**src/core/gdf_pkg.sv**
```systemverilog
/*
 gdf_pkg: constants, register map and enumerations of the gate driver fault manager.
 Assumes a 10 MHz mclk and a 32-bit classic Wishbone register bus.
*/
package gdf_pkg;
	localparam int CLK_MHZ = 10;
	localparam int RETRY_LONG_US = 4000;
	localparam int RETRY_SHORT_US = 70;
	localparam int RETRY_LONG_CYC = RETRY_LONG_US * CLK_MHZ;
	localparam int RETRY_SHORT_CYC = RETRY_SHORT_US * CLK_MHZ;
	localparam int RETRY_W = 16;
	localparam logic [RETRY_W-1:0] RETRY_LAST = 16'h0001;
	localparam logic [RETRY_W-1:0] RETRY_IDLE = 16'h0000;

	localparam int ADR_W = 8;
	localparam int DAT_W = 32;
	localparam logic [ADR_W-1:0] REG_CTRL = 8'h00;
	localparam logic [ADR_W-1:0] REG_STATUS = 8'h04;
	localparam logic [ADR_W-1:0] REG_PINS = 8'h08;
	localparam logic [ADR_W-1:0] REG_OUTPUTS = 8'h0C;

	// synchronised input vector
	localparam int IN_RAIL_LOW = 0;
	localparam int IN_MOTOR_LOW = 1;
	localparam int IN_MOTOR_HIGH = 2;
	localparam int IN_PUMP_LOW = 3;
	localparam int IN_DRAIN_OC = 4;
	localparam int IN_SHUNT_OC = 5;
	localparam int IN_GATE_SRC = 6;
	localparam int IN_THERM_WARN = 7;
	localparam int IN_THERM_SHUT = 8;
	localparam int IN_BUCK_LIMIT = 9;
	localparam int IN_BUCK_TRIP = 10;
	localparam int IN_DRIVE_LOW = 11;
	localparam int IN_DRIVE_HIGH = 12;
	localparam int IN_SOFT_DONE = 13;
	localparam int IN_RAILS_UP = 14;
	localparam int IN_ENABLE = 15;
	localparam int IN_LINE = 16;
	localparam int IN_W = 17;

	// status register bits
	localparam int ST_GLOBAL = 0;
	localparam int ST_MOTOR_LOW = 1;
	localparam int ST_MOTOR_HIGH = 2;
	localparam int ST_PUMP_LOW = 3;
	localparam int ST_DRAIN_OC = 4;
	localparam int ST_SHUNT_OC = 5;
	localparam int ST_GATE_SRC = 6;
	localparam int ST_THERM_WARN = 7;
	localparam int ST_THERM_SHUT = 8;
	localparam int ST_BUCK_TRIP = 9;
	localparam int ST_DRIVE_LOW = 10;
	localparam int ST_DRIVE_HIGH = 11;
	localparam int ST_W = 12;

	// control register bits
	localparam int CT_CLEAR = 0;
	localparam int CT_MOTOR_LOW_OFF = 1;
	localparam int CT_MOTOR_HIGH_OFF = 2;
	localparam int CT_PUMP_LOW_OFF = 3;
	localparam int CT_GATE_SRC_OFF = 4;
	localparam int CT_WARN_TO_LINE = 5;
	localparam int CT_THERM_SHUT_OFF = 6;
	localparam int CT_BUCK_CHECK_OFF = 7;
	localparam int CT_DRIVE_LOW_OFF = 8;
	localparam int CT_DRIVE_HIGH_OFF = 9;
	localparam int CT_PULLDOWN_SEL = 10;
	localparam int CT_SHUNT_MODE = 11;
	localparam int CT_DRAIN_MODE = 13;
	localparam int CT_RETRY_SHORT = 15;
	localparam int CT_W = 16;
	localparam logic [CT_W-1:0] CTRL_RESET = 16'h0000;

	localparam int OUT_W = 14;

	typedef enum logic [1:0] {
		GDF_OC_LATCH = 2'h0,
		GDF_OC_RETRY = 2'h1,
		GDF_OC_REPORT = 2'h2,
		GDF_OC_OFF = 2'h3
	} gdf_oc_mode_t;

	typedef enum logic [1:0] {
		GDF_SHUTDOWN = 2'h0,
		GDF_SLEEP = 2'h1,
		GDF_OPERATING = 2'h3,
		GDF_FAULT = 2'h2
	} gdf_mode_t;
endpackage

```
**src/core/gdf_fault_manager.sv**
```systemverilog
/*
 gdf_fault_manager: fault path of a three-phase gate driver with a Wishbone slave.
 Assumes comparator levels arrive asynchronous to mclk; regulators and gate
 stages outside obey the enables and blocks driven here.
*/
`timescale 1ns/1ns
module gdf_fault_manager
	import gdf_pkg::*;
#(
	parameter int RetryLongCycles = gdf_pkg::RETRY_LONG_CYC
) (
	input wire logic mclk,
	input wire logic reset,
	input wire logic wb_cyc_i,
	input wire logic wb_stb_i,
	input wire logic wb_we_i,
	input wire logic [gdf_pkg::ADR_W-1:0] wb_adr_i,
	input wire logic [3:0] wb_sel_i,
	input wire logic [gdf_pkg::DAT_W-1:0] wb_dat_i,
	output logic [gdf_pkg::DAT_W-1:0] wb_dat_o,
	output logic wb_ack_o,
	input wire logic logicRailLow,
	input wire logic motorSupplyLow,
	input wire logic motorSupplyHigh,
	input wire logic pumpVoltageLow,
	input wire logic drainSourceOvercurrent,
	input wire logic shuntOvercurrent,
	input wire logic gateSourceFault,
	input wire logic thermalWarning,
	input wire logic thermalShutdown,
	input wire logic buckCurrentLimit,
	input wire logic buckOvercurrentTrip,
	input wire logic driveSupplyLow,
	input wire logic driveSupplyHigh,
	input wire logic buckSoftStartDone,
	input wire logic railsStartupDone,
	input wire logic enablePin,
	input wire logic faultLineNIn,
	output logic faultLineNOut,
	output logic faultLineNOe,
	output logic gateInputsBlocked,
	output logic gateOutputsPulledLow,
	output logic primaryKeepaliveRegEn,
	output logic logicSupplyRegEn,
	output logic logicSupplyLowPower,
	output logic gateDriveRegEn,
	output logic buckEn,
	output logic chargePumpEn,
	output logic buckHiZ,
	output logic chargePumpHiZ,
	output logic buckHiccup,
	output logic [1:0] deviceMode
);
	import gdf_pkg::*;

	typedef struct packed {
		logic [IN_W-1:0] s1;
		logic [IN_W-1:0] s2;
		logic [IN_W-1:0] s3;
		logic [IN_W-1:0] live;
		logic [CT_W-1:0] ctrl;
		logic clrPulse;
		logic enPrev;
		logic [ST_W-1:0] status;
		logic lockShut;
		logic lockPump;
		logic lockOc;
		logic lineLatch;
		logic hiccup;
		logic retryPrev;
		logic [RETRY_W-1:0] retryCnt;
		gdf_mode_t mode;
		logic [OUT_W-1:0] outs;
		logic ack;
		logic [DAT_W-1:0] dat;
	} gdf_state_t;

	localparam logic [RETRY_W-1:0] RetryLong = RETRY_W'(RetryLongCycles);
	localparam logic [RETRY_W-1:0] RetryShort = RETRY_W'(RETRY_SHORT_CYC);

	gdf_state_t r_r;
	gdf_state_t r_nxt;

	logic [IN_W-1:0] pins;
	logic [IN_W-1:0] lv;
	gdf_oc_mode_t drainMode;
	gdf_oc_mode_t shuntMode;
	logic drainAct, shuntAct, gsAct, ocStop, retryEvt, retryExpire, clearEvt;
	logic mlStop, mhStop, pumpStop, tsStop, buckStop, dlStop, dhStop;
	logic ra2Cond, ra3Cond, asleep, railLow, heavyBlock, gateBlock, lineLow;
	logic [4:0] chainKeepN;
	logic [OUT_W-1:0] outsNxt;
	logic [ST_W-1:0] stSet;
	logic [ST_W-1:0] stClr;
	logic busReq;

	assign pins = {faultLineNIn, enablePin, railsStartupDone, buckSoftStartDone,
		driveSupplyHigh, driveSupplyLow, buckOvercurrentTrip, buckCurrentLimit,
		thermalShutdown, thermalWarning, gateSourceFault, shuntOvercurrent,
		drainSourceOvercurrent, pumpVoltageLow, motorSupplyHigh, motorSupplyLow,
		logicRailLow};
	assign lv = r_r.live;
	assign railLow = lv[IN_RAIL_LOW];
	assign asleep = (r_r.mode == GDF_SHUTDOWN) || (r_r.mode == GDF_SLEEP);

	// overcurrent response per source; off mode is ignored entirely
	assign drainMode = gdf_oc_mode_t'(r_r.ctrl[CT_DRAIN_MODE +: 2]);
	assign shuntMode = gdf_oc_mode_t'(r_r.ctrl[CT_SHUNT_MODE +: 2]);
	assign drainAct = lv[IN_DRAIN_OC] && drainMode != GDF_OC_OFF;
	assign shuntAct = lv[IN_SHUNT_OC] && shuntMode != GDF_OC_OFF;
	assign gsAct = lv[IN_GATE_SRC] && !r_r.ctrl[CT_GATE_SRC_OFF];
	assign ocStop = (drainAct && drainMode != GDF_OC_REPORT)
		|| (shuntAct && shuntMode != GDF_OC_REPORT) || gsAct;
	assign retryEvt = (drainAct && drainMode == GDF_OC_RETRY)
		|| (shuntAct && shuntMode == GDF_OC_RETRY);
	assign retryExpire = r_r.retryCnt == RETRY_LAST;
	assign clearEvt = r_r.clrPulse || (lv[IN_ENABLE] && !r_r.enPrev);

	// live blocking terms of each enabled supply or thermal check
	assign mlStop = lv[IN_MOTOR_LOW] && !r_r.ctrl[CT_MOTOR_LOW_OFF];
	assign mhStop = lv[IN_MOTOR_HIGH] && !r_r.ctrl[CT_MOTOR_HIGH_OFF];
	assign pumpStop = lv[IN_PUMP_LOW] && !r_r.ctrl[CT_PUMP_LOW_OFF];
	assign tsStop = lv[IN_THERM_SHUT] && !r_r.ctrl[CT_THERM_SHUT_OFF];
	assign buckStop = lv[IN_BUCK_TRIP] && !r_r.ctrl[CT_BUCK_CHECK_OFF];
	assign dlStop = lv[IN_DRIVE_LOW] && !r_r.ctrl[CT_DRIVE_LOW_OFF];
	assign dhStop = lv[IN_DRIVE_HIGH] && !r_r.ctrl[CT_DRIVE_HIGH_OFF];
	assign ra2Cond = mhStop || tsStop || buckStop || dlStop;
	assign ra3Cond = pumpStop || dhStop;

	assign heavyBlock = railLow || mlStop || ra2Cond || ra3Cond || r_r.lockShut
		|| r_r.lockPump || r_r.hiccup || gsAct;
	assign gateBlock = asleep || heavyBlock || ocStop || r_r.lockOc;

	// each term is an active-low stop; the chain runs only if all are high
	assign chainKeepN = ~{asleep, railLow, mlStop, mhStop, tsStop};

	// buck current limit never reaches this
	assign lineLow = !railLow && (lv[IN_MOTOR_LOW] || lv[IN_MOTOR_HIGH]
		|| lv[IN_PUMP_LOW] || lv[IN_THERM_SHUT] || lv[IN_DRIVE_LOW]
		|| lv[IN_DRIVE_HIGH] || lv[IN_BUCK_TRIP] || r_r.hiccup
		|| drainAct || shuntAct || gsAct || r_r.lineLatch
		|| (lv[IN_THERM_WARN] && r_r.ctrl[CT_WARN_TO_LINE])
		|| !lv[IN_RAILS_UP]);

	assign outsNxt = {
		lineLow,
		gateBlock,
		gateBlock && !heavyBlock && r_r.ctrl[CT_PULLDOWN_SEL],
		asleep || railLow || mlStop || mhStop || tsStop
			|| buckStop || dlStop || r_r.hiccup,
		1'b1,
		asleep || railLow,
		&chainKeepN,
		&chainKeepN,
		&chainKeepN,
		dhStop,
		dhStop,
		r_r.hiccup || buckStop || dlStop,
		r_r.mode
	};

	// sticky status sets; thermal warning only mirrors its level
	always_comb begin
		stSet = '0;
		stClr = '0;
		stSet[ST_MOTOR_LOW] = lv[IN_MOTOR_LOW];
		stSet[ST_MOTOR_HIGH] = lv[IN_MOTOR_HIGH];
		stSet[ST_PUMP_LOW] = lv[IN_PUMP_LOW];
		stSet[ST_DRAIN_OC] = drainAct;
		stSet[ST_SHUNT_OC] = shuntAct;
		stSet[ST_GATE_SRC] = gsAct;
		stSet[ST_THERM_WARN] = lv[IN_THERM_WARN];
		stSet[ST_THERM_SHUT] = lv[IN_THERM_SHUT];
		stSet[ST_BUCK_TRIP] = lv[IN_BUCK_TRIP];
		stSet[ST_DRIVE_LOW] = lv[IN_DRIVE_LOW];
		stSet[ST_DRIVE_HIGH] = lv[IN_DRIVE_HIGH];
		if (railLow) begin
			stSet = '0;
		end
		stClr = {ST_W{clearEvt}};
		stClr[ST_THERM_WARN] = 1'b1;
		stClr[ST_DRAIN_OC] = clearEvt || retryExpire;
		stClr[ST_SHUNT_OC] = clearEvt || retryExpire;
	end

	assign busReq = wb_cyc_i && wb_stb_i;

	always_comb begin
		r_nxt = r_r;
		r_nxt.s1 = pins;
		r_nxt.s2 = r_r.s1;
		r_nxt.s3 = r_r.s2;
		r_nxt.live = (r_r.s3 & ~(r_r.s2 ^ r_r.s3)) | (r_r.live & (r_r.s2 ^ r_r.s3));
		r_nxt.enPrev = lv[IN_ENABLE];
		r_nxt.clrPulse = 1'b0;

		// set wins over clear in every sticky bit
		r_nxt.status = stSet | (r_r.status & ~stClr);
		r_nxt.status[ST_GLOBAL] = |r_nxt.status[ST_W-1:ST_GLOBAL+1];
		r_nxt.lockShut = ra2Cond || (r_r.lockShut && !clearEvt);
		r_nxt.lockPump = ra3Cond || (r_r.lockPump && !clearEvt);
		r_nxt.lockOc = ocStop || (r_r.lockOc && !clearEvt && !retryExpire);
		r_nxt.lineLatch = drainAct || shuntAct || gsAct
			|| (r_r.lineLatch && !clearEvt && !retryExpire);
		r_nxt.hiccup = buckStop || dlStop
			|| (r_r.hiccup && !lv[IN_SOFT_DONE]);

		// retry delay reloads on each rising edge of the combined drain/shunt retry-mode overcurrent event
		r_nxt.retryPrev = retryEvt;
		if (retryEvt && !r_r.retryPrev) begin
			r_nxt.retryCnt = r_r.ctrl[CT_RETRY_SHORT] ? RetryShort : RetryLong;
		end else if (r_r.retryCnt != RETRY_IDLE) begin
			r_nxt.retryCnt = r_r.retryCnt - RETRY_LAST;
		end

		if (railLow) begin
			r_nxt.mode = GDF_SHUTDOWN;
		end else begin
			case (r_r.mode)
				GDF_SHUTDOWN: r_nxt.mode = GDF_SLEEP;
				GDF_SLEEP: begin
					if (lv[IN_ENABLE]) begin
						r_nxt.mode = GDF_OPERATING;
					end
				end
				GDF_OPERATING: begin
					if (!lv[IN_ENABLE]) begin
						r_nxt.mode = GDF_SLEEP;
					end else if (gateBlock || lineLow) begin
						r_nxt.mode = GDF_FAULT;
					end
				end
				default: begin
					if (!lv[IN_ENABLE]) begin
						r_nxt.mode = GDF_SLEEP;
					end else if (!(gateBlock || lineLow)) begin
						r_nxt.mode = GDF_OPERATING;
					end
				end
			endcase
		end
		r_nxt.outs = outsNxt;

		// classic Wishbone: ack one cycle after request, write at the ack edge
		r_nxt.ack = busReq && !r_r.ack;
		if (busReq && !r_r.ack) begin
			if (wb_adr_i == REG_CTRL) begin
				r_nxt.dat = DAT_W'(r_r.ctrl);
			end else if (wb_adr_i == REG_STATUS) begin
				r_nxt.dat = DAT_W'(r_r.status);
			end else if (wb_adr_i == REG_PINS) begin
				r_nxt.dat = DAT_W'(r_r.live);
			end else if (wb_adr_i == REG_OUTPUTS) begin
				r_nxt.dat = DAT_W'(r_r.outs);
			end else begin
				r_nxt.dat = '0;
			end
		end
		if (busReq && r_r.ack && wb_we_i && wb_adr_i == REG_CTRL) begin
			if (wb_sel_i[0]) begin
				r_nxt.ctrl[7:0] = wb_dat_i[7:0];
				r_nxt.ctrl[CT_CLEAR] = 1'b0;
				r_nxt.clrPulse = wb_dat_i[CT_CLEAR];
			end
			if (wb_sel_i[1]) begin
				r_nxt.ctrl[15:8] = wb_dat_i[15:8];
			end
		end
	end

	always_ff @(posedge mclk or posedge reset) begin
		if (reset) begin
			r_r <= '{
				s1: '0, s2: '0, s3: '0, live: '0,
				ctrl: CTRL_RESET, clrPulse: 1'b0, enPrev: 1'b0,
				status: '0, lockShut: 1'b0, lockPump: 1'b0, lockOc: 1'b0,
				lineLatch: 1'b0, hiccup: 1'b0, retryPrev: 1'b0,
				retryCnt: RETRY_IDLE, mode: GDF_SHUTDOWN, outs: '0,
				ack: 1'b0, dat: '0
			};
		end else begin
			r_r <= r_nxt;
		end
	end

	assign wb_ack_o = r_r.ack;
	assign wb_dat_o = r_r.dat;
	assign faultLineNOut = 1'b0;
	assign {faultLineNOe, gateInputsBlocked, gateOutputsPulledLow, primaryKeepaliveRegEn,
		logicSupplyRegEn, logicSupplyLowPower, gateDriveRegEn, buckEn, chargePumpEn,
		buckHiZ, chargePumpHiZ, buckHiccup, deviceMode} = r_r.outs;
endmodule

```
**config.mk**
```make
export PLATFORM = sky130hd
export DESIGN_NAME = gdf_fault_manager
export DESIGN_NICKNAME = d
export VERILOG_FILES = /design/src/core/gdf_pkg.sv /design/src/core/gdf_fault_manager.sv
export SDC_FILE = /design/constraint.sdc
export NUM_CORES = 1
export LEC_CHECK = 0
export ABC_AREA = 0
export BUFFER_PORTS_ARGS = -buffer_cell sky130_fd_sc_hd__buf_2
export CAP_MARGIN = 20
export CORE_MARGIN = 8
export CORE_UTILIZATION = 50
export CTS_CLUSTER_DIAMETER = 80
export DETAILED_ROUTE_END_ITERATION = 7
export GPL_ROUTABILITY_DRIVEN = 0
export PLACE_DENSITY_LB_ADDON = 0.12
export SYNTH_ARGS = -nofsm -noshare
export SYNTH_HDL_FRONTEND = slang
export SYNTH_SLANG_ARGS = --single-unit
export TNS_END_PERCENT = 100
```
**constraint.sdc**
```tcl
create_clock -name mclk -period 5.57 [get_ports mclk]
set_input_delay 0.8355 -clock mclk [delete_from_list [all_inputs] [get_ports mclk]]
set_output_delay 0.8355 -clock mclk [all_outputs]
set_load 0.005 [all_outputs]
```
# --- Word level (Yosys, flattened, before mapping) ---
# Index checks and enable logic that the tools add are counted.
# W data, S select, Z words.
classes:
  addsub: 1
  n_eq_ne: 15
  n_reduce_logical: 109
  muxes: 17
  bitwise: 9
op_table:
  columns: ["op", "n"]
  rows:
  - ["$logic_or A1 B1 Y1", 51]
  - ["$mux W17", 3]
  - ["$mux W16", 3]
  - ["$and A17 B17 Y17", 2]
  - ["$logic_and A1 B1 Y1", 32]
  - ["$logic_not A1 Y1", 17]
  - ["$not A17 Y17", 1]
  - ["$or A17 B17 Y17", 1]
  - ["$xor A17 B17 Y17", 1]
  - ["$eq A16 B1 Y1 const B", 1]
  - ["$eq A8 B4 Y1 const B", 2]
  - ["$reduce_bool A16 Y1", 1]
  - ["$sub A16 B1 Y16 const B", 1]
  - ["$mux W14", 1]
  - ["$and A12 B12 Y12", 1]
  - ["$mux W12", 1]
  - ["$mux W2", 6]
  - ["$not A12 Y12", 1]
  - ["$or A12 B12 Y12", 1]
  - ["$reduce_or A11 Y1", 1]
  - ["$eq A8 B3 Y1 const B", 1]
  - ["$logic_not A8 Y1", 1]
  - ["$ne A2 B2 Y1 const B", 4]
  - ["$eq A2 B1 Y1 const B", 3]
  - ["other kinds (12)", 14]
totals:
  regBits: 168
  wordCells: 171
  inputBits: 66

# --- Depth between registers and ports, before layout ---
# Gate-level depths: netlist (run 1).
logic_depth:
  ltp_word: 19
  depth_mapped: 7
  ltp_nobuf: 7

# --- Least setup slack after synthesis (run 1) ---
# Ideal clock, no wire load.
synth_timing:
  kind: "input-to-reg"
  from: "input wb_adr_i[7] in the netlist's numbering"
  to: "register r_r[86] in the netlist's numbering"
  arrival_time_ps: 2029
  setup_slack_ps: 3413
  path_stages: 5
  path_buffers: 0
  setup_ps: 128
  path_cell_list: "nor4_1 -> nand2_1 -> nor4_4 -> nand2_1 -> mux2_1"
synth_between:
  elab_chain_cells: 3
synth_rtl:
  columns: ["item", "line", "source"]
  rows:
  - ["start, declared", "gdf_fault_manager.sv:17", "input wire logic [gdf_pkg::ADR_W-1:0] wb_adr_i,"]
  - ["$logic_not A8 Y1", "gdf_fault_manager.sv:259", "if (busReq && r_r.ack && wb_we_i && wb_adr_i == REG_CTRL) begin"]
  - ["$logic_and A1 B1 Y1", "gdf_fault_manager.sv:259", null]
  - ["$reduce_and A2 Y1 (no line)", null, null]
  - ["end signal, assigned", "gdf_fault_manager.sv:273", "r_r <= '{"]
  - ["end signal, assigned", "gdf_fault_manager.sv:282", "r_r <= r_nxt;"]
  - ["end, declared", "gdf_fault_manager.sv:81", "gdf_state_t r_r;"]
# No other way between the ends.
# A chain may end at the register's enable or synchronous reset.

# --- Final worst setup path (run 1) ---
layout_timing:
  from: "input wb_stb_i"
  to: "register r_r (netlist bit wb_dat_o[6])"
layout_between:
  elab_chain_cells: 2
layout_rtl:
  columns: ["item", "line", "source"]
  rows:
  - ["start, declared", "gdf_fault_manager.sv:15", "input wire logic wb_stb_i,"]
  - ["$logic_and A1 B1 Y1", "gdf_fault_manager.sv:186", "assign busReq = wb_cyc_i && wb_stb_i;"]
  - ["$logic_and A1 B1 Y1", "gdf_fault_manager.sv:246", "if (busReq && !r_r.ack) begin"]
# No other way between the ends.

==> out/metrics.csv, run 1 <==
stage,metric,value,unit
worst_setup_path,startpoint,wb_stb_i,
worst_setup_path,cp-start-kind,primary input,
pwr,ir_worst_vdd,0.0001715,V
layout,final_common_cell,dfrtp_1,
worst_setup_path,r2r-end,wb_dat_o[6],
status,status,"complete, no violations",
yosys,synth_xor_area_frac,0.01465,
yosys,synth_seq_area_share,0.6277,
yosys,syn_inst,447,
timing,setup_viol,0,
min_path,hp-class,reg -> reg,
pwr,sw_frac_of_total,0.2613,
timing,tns,0,ps
timing,relSlewSlack,0.3871,
global_routing,track_usage,0.1664,
placed_design,post_dp_cell_area,6299,um2
clocking,clock_latency,410,ps
placed_design,place.port_buffers,79,
yosys,synthMuxAreaShare,0.07659,
pwr,seqPwrFrac,0.477,
clocking,ctsResizeCount,0,
yosys,synth.avg_cell_area,13.38,um2
placed_design,dp.final_hpwl,8.637,mm
layout,mostFrequentLayoutCells,"dfrtp_1 (150), buf_2 (79), nand2_1 (30)",
route,vias,3617,
placed_design,pre_cts_slack,2840,ps
pwr,powerDensity,407.9,nW/um2
clocking,cts-root-buf,clkbuf_16,
yosys,yosys_warnings,0,
timing,setup_slack,3242,ps
yosys,synth-edff-count,0,
timing,skew,5.349,ps
route,drc_errors,0,
global_routing,grt_max_degree,107,
clocking,cts_max_level,4,
route,via_per_inst,5.399,
yosys,synthDistinctLibCells,58,
clocking,ctsHoldBuffers,0,
layout,final_cell_area,6874,um2
clocking,post-cts-setup-buffer-count,0,
die,start_util,0.5041,
timing,max_slew.worst_pin.slew,919.3,ps
clocking,path_clk_slew,60,ps
layout,syn_to_final_growth,14.96,%
die,die_area,15710,um2
route,wire_per_inst,18.49,um
global_routing,grt_overflow,0,
worst_setup_path,crit_required,5910,ps
layout,antenna_cells,0,
route,drt_iter0_drc,282,
yosys,ys.flop_type,dfrtp_1,
min_path,holdPathEnd,r_nxt[118],
timing,min_period,2328,ps
yosys,ys_ff_latch,150,
clocking,clk_path_buf_depth,2,
layout,fillCellCount,993,
die,die_w,125.4,um
route,ant_nets,0,
min_path,hold_depth,0,
worst_setup_path,cp_max_fo,20,
timing,hold_violations,0,
timing,max_freq,0.4295,GHz
worst_setup_path,cp-end-kind,flip-flop,
timing,grt_setup_unrepaired,false,
pwr,switchingPower,0.7328,mW
global_routing,grt_pass1_wl,20.44,mm
yosys,synth_top_family_by_area,simple AND/OR/NAND/NOR gates,
pwr,power,2.804,mW
route,firstDrtPassIters,4,
worst_setup_path,cp.arrival,2670,ps
pwr,pwr-share-comb,0.129,
pwr,p_leak,3.233,nW
clocking,cts_sinks,150,
yosys,synth-adder-area-share,0.03264,
pwr,p_int,2.071,mW
die,die_h,125.4,um
run,drv_cap,0,
die,row_count,40,
worst_setup_path,reg2reg_depth,3,
yosys,syn_area,5979,um2
timing,timing.final.crit_share,0.4180,
placed_design,dp.cells,639,
global_routing,antenna_found_initial,0,
die,core_area,11860,um2
global_routing,grt_pass1_vias,3837,
timing,drv_slew,0,
yosys,synth_compound_area_frac,0.07533,
layout,finalNonFillerCells,670,
route,drt_wl_total,12.39,mm
worst_setup_path,r2r_setup_slack,3280,ps
pwr,p_clk_frac,0.393,
layout,final_nets,579,
min_path,worst_hold_startpoint,r_nxt[135],
yosys,async_reset_ff_frac,1.000,
yosys,synth-simple-area-share,0.1073,
layout,drive_above_1_share,0.2658,
worst_setup_path,crit_type,in -> reg,
clocking,cts_buffers,17,
worst_setup_path,r2r-start,wb_ack_o,
clocking,cts_tree,yes,
die,num_io_pins,114,
[how the worst max path moves through the flow]
| stage | to |
|---|---|
| after floorplan | asynchronous set/reset pin |
| after global placement | wb_dat_o[2] |
| after detailed placement | wb_dat_o[5] |
| after CTS | wb_dat_o[6] |
| after global routing | wb_dat_o[0] |
| final | wb_dat_o[6] |
[cell families after synthesis]
| kind of cell | count (synthesis) |
|---|---|
| flops | 150 |
| simple gates | 107 |
| compound gates | 65 |
| buf+inv | 64 |
| mux | 30 |
| fa+ha+maj | 19 |
| xor+xnor | 10 |
| other cells | 2 |
[cell type report]
type / instances / area (um2) / share of cell area
clock buffer: 22 / 474.2 / 0.06898
clock inverter: 9 / 101.3 / 0.01474
inverter: 13 / 53.80 / 0.007827
multi-input combinational: 248 / 1897 / 0.2759
sequential: 150 / 3754 / 0.5461
tap: 147 / 183.9 / 0.02676
timing repair buffer: 81 / 410.4 / 0.05970
[per-stage QoR]
step           hold WS, ps  utilization
2_1_floorplan        331.2            -
3_3_place_gp         332.0       0.5304
3_5_place_dp         334.7       0.5310
4_1_cts              347.7       0.5795
5_1_grt              351.1       0.5795
6_report             346.0       0.5795
[power groups by stage]
stage / sequential, mW / clock [mW] / combinational, mW
2_1_floorplan: 1.32 / 0 / 0.302
3_3_place_gp: 1.35 / 0 / 0.352
3_5_place_dp: 1.36 / 0 / 0.364
4_1_cts: 1.34 / 1.13 / 0.366
5_1_grt: 1.35 / 1.17 / 0.407
6_report: 1.34 / 1.10 / 0.363
[metal layers]
layer  GRT usage  vias to the layer above  wire length (um)
met3     0.05100                       16               848
met1      0.2217                     1807              5701
met2      0.2464                      139              5634
met5           0                        -                 0
li1            -                     1655                 -
met4     0.07307                        0               202
[critical path: stages]
cell and delay, ps:
buf_2 90, nand3b_1 550, nor2_1 940, a22o_1 250
[synth_stat cells, types with 5 or more instances]
master / count / area share
nor2b_1: 5 / 0.0052
mux4_2: 11 / 0.041
maj3_1: 17 / 0.028
nand2b_1: 5 / 0.0052
inv_1: 13 / 0.0082
a21oi_1: 9 / 0.0075
nand3_1: 6 / 0.0050
mux2_1: 15 / 0.028
a22o_1: 17 / 0.025
buf_4: 38 / 0.048
xnor2_1: 9 / 0.013
nor2_1: 21 / 0.013
clkbuf_1: 11 / 0.0069
o21ai_0: 16 / 0.013
dfrtp_1: 150 / 0.63
nor4_1: 6 / 0.0063
nand2_1: 30 / 0.019
(Power assumes the default switching activity.)
==> run 2: changes to the inputs <==
Clock period 5.57 ns to 2.2 ns, I/O delays scaled along.
==> run 2 against run 1 <==
- sequential share of layout area down 2.1 points
- routed wire length is 0.39% lower
- combinational power rose to 2.8 times the previous value
- flip-flop and latch count unchanged
- clock power grew to 2.6 times the previous value
- non-clock buffer count grew 28
- cell count is 4.3% higher
- first-iteration DRC count down 5.0%
- register-to-register slack worse by 3000 ps
- die area unchanged
- global-route usage barely moved
- critical path depth is 4 higher
- largest cell class unchanged
==> out/metrics.csv, run 2 (synthesis gave the netlist of run 1 again) <==
stage,metric,value,unit,change
status,status,"complete, no violations",,unchanged
worst_setup_path,cp.arrival,2260,ps,was 2670 ps
clocking,path_clk_slew,60,ps,about the same
pwr,ir_worst_vdd,0.0005677,V,was 0.0001715 V
clocking,cts_sinks,150,,unchanged
route,ant_nets,0,,unchanged
global_routing,grt_max_degree,68,,was 107
route,via_per_inst,5.252,,was 5.399
timing,relSlewSlack,0.6411,,was 0.3871
layout,final_common_cell,dfrtp_1,,unchanged
die,core_area,11860,um2,unchanged
worst_setup_path,r2r-start,r_r[50],,was wb_ack_o
worst_setup_path,cp-start-kind,flip-flop,,was primary input
route,firstDrtPassIters,4,,unchanged
run,drv_cap,0,,unchanged
worst_setup_path,crit_required,2490,ps,was 5910 ps
worst_setup_path,max_stage_delay,430,ps,was 940 ps
worst_setup_path,crit_type,reg -> reg,,was in -> reg
die,row_count,40,,unchanged
die,num_io_pins,114,,unchanged
worst_setup_path,path_cells,inv_1 > ha_1 > or3b_4 > nor3_4 > buf_4 > nand2_1 > o31ai_1 > a21oi_1,,was buf_2 > nand3b_1 > nor2_1 > a22o_1
placed_design,dp.final_hpwl,8.867,mm,was 8.637 mm
pwr,powerDensity,1012,nW/um2,was 407.9 nW/um2
pwr,power,7.239,mW,was 2.804 mW
route,drt_iter0_drc,268,,was 282
timing,holdWs,23.31,ps,was 346.0 ps
worst_setup_path,r2r-end,r_r[59],,was wb_dat_o[6]
timing,hold_violations,0,,unchanged
timing,max_slew.worst_pin.slew,533.4,ps,was 919.3 ps
layout,syn_to_final_growth,19.67,%,was 14.96%
layout,final_nets,607,,was 579
timing,timing.final.crit_share,0.8919,,
die,start_util,0.5041,,unchanged
die,die_area,15710,um2,unchanged
clocking,ctsResizeCount,0,,unchanged
global_routing,grt_overflow,0,,unchanged
min_path,worst_hold_startpoint,shuntOvercurrent,,was r_nxt[135]
layout,drive_above_1_share,0.2754,,was 0.2658
layout,mostFrequentLayoutCells,"dfrtp_1 (150), buf_2 (79), nand2_1 (30)",,unchanged
clocking,clock_latency,420,ps,was 410 ps
min_path,holdPathEnd,r_nxt[140],,was r_nxt[118]
route,drt_wl_total,12.34,mm,was 12.39 mm
timing,grt_setup_unrepaired,false,,unchanged
clocking,clk_path_buf_depth,2,,unchanged
global_routing,grt_pass1_vias,3831,,was 3837
global_routing,track_usage,0.1667,,was 0.1664
die,die_w,125.4,um,unchanged
route,wire_per_inst,17.65,um,was 18.49 um
clocking,cts_max_level,4,,unchanged
min_path,hp-class,in -> reg,,was reg -> reg
worst_setup_path,r2r_setup_slack,240,ps,was 3280 ps
clocking,cts_buffers,17,,unchanged
route,vias,3671,,was 3617
layout,antenna_cells,0,,unchanged
timing,max_freq,0.5097,GHz,
timing,min_period,1962,ps,
layout,final_cell_area,7156,um2,was 6874 um2
global_routing,grt_pass1_wl,20.36,mm,was 20.44 mm
worst_setup_path,reg2reg_depth,8,,was 3
worst_setup_path,cp_max_fo,8,,was 20
clocking,cts_tree,yes,,unchanged
worst_setup_path,cp-end-kind,flip-flop,,unchanged
clocking,cts-root-buf,clkbuf_16,,unchanged
min_path,hold_depth,1,,was 0
timing,skew,6.961,ps,was 5.349 ps
timing,setup_viol,0,,unchanged
placed_design,place.port_buffers,79,,unchanged
worst_setup_path,cp_slowest_cell,dfrtp_1,,was nor2_1
die,die_h,125.4,um,unchanged
route,drc_errors,0,,unchanged
placed_design,post_dp_cell_area,6400,um2,was 6299 um2
global_routing,antenna_found_initial,0,,unchanged
timing,drv_slew,0,,unchanged
pwr,p_leak,3.353,nW,was 3.233 nW
## run 2: changes by cell type in the layout (fill, tap and decap cells not counted), sizes merged
| cell | change |
|---|---|
| buf | +12 |
| clkinv | -3 |
| clkinvlp | +4 |
| dlygate4sd3 | +16 |
## run 2: how the worst max path moves through the flow
stage / from / end / slack [ps] / cells past startpoint
floorplan: reset / asynchronous set/reset pin / -20 / 1
global placement: r_r[50] / r_r[59] / 290 / 8
detailed placement: r_r[50] / r_r[59] / 230 / 8
CTS: r_r[50] / r_r[59] / 230 / 8
global route: r_r[50] / r_r[58] / 130 / 8
finish: r_r[50] / r_r[59] / 240 / 8
## run 2: final cells by class
class / count / area, um2
multi-input cells: 248 / 1897
well taps: 147 / 183.9
flip-flops and latches: 150 / 3754
clock inverters: 10 / 121.4
fillers: 957 / 4706
inverters: 13 / 52.55
repair buffers: 109 / 673.1
clock buffers: 22 / 474.2
## run 2: power breakdown
| group | switching, mW | total, mW | leakage [nW] | internal (mW) |
|---|---|---|---|---|
| registers | 0.312 | 3.37 | 1.82 | 3.06 |
| clock network | 1.09 | 2.85 | 0.279 | 1.76 |
| logic | 0.509 | 1.02 | 1.25 | 0.508 |
## run 2: per-stage QoR
step             util  cells  setup WS, ps  TNS (ps)
3_3_place_gp   0.5396    651         287.4         0
5_1_grt        0.6033    699         125.2         0
6_report       0.6033    699         237.9         0
2_1_floorplan       -    462        -18.97     -2845
3_5_place_dp   0.5396    651         228.6         0
4_1_cts        0.6033    699         225.4         0
## run 2: repair_timing
action | in CTS | in global routing
hold buffers | 16 | 0
setup buffers | 0 | 0
endpoints found under the hold margin | 23 | 0
## run 2: per-layer routing
metal | vias up | share of wire | GRT usage
met5 | - | 0 | 0
met4 | 0 | 0.011 | 0.06304
met3 | 13 | 0.056 | 0.06290
met2 | 104 | 0.46 | 0.2435
met1 | 1844 | 0.47 | 0.2212
li1 | 1710 | - | -
## run 2: critical path: cells and delay by family, from the launching register on
family	cells	cell delay [ps]
buffers and inverters	2	290
flip-flops	1	430
AO/OA/AOI/OAI	2	280
adder cells (fa/ha/maj)	1	180
AND/OR/NAND/NOR	3	660
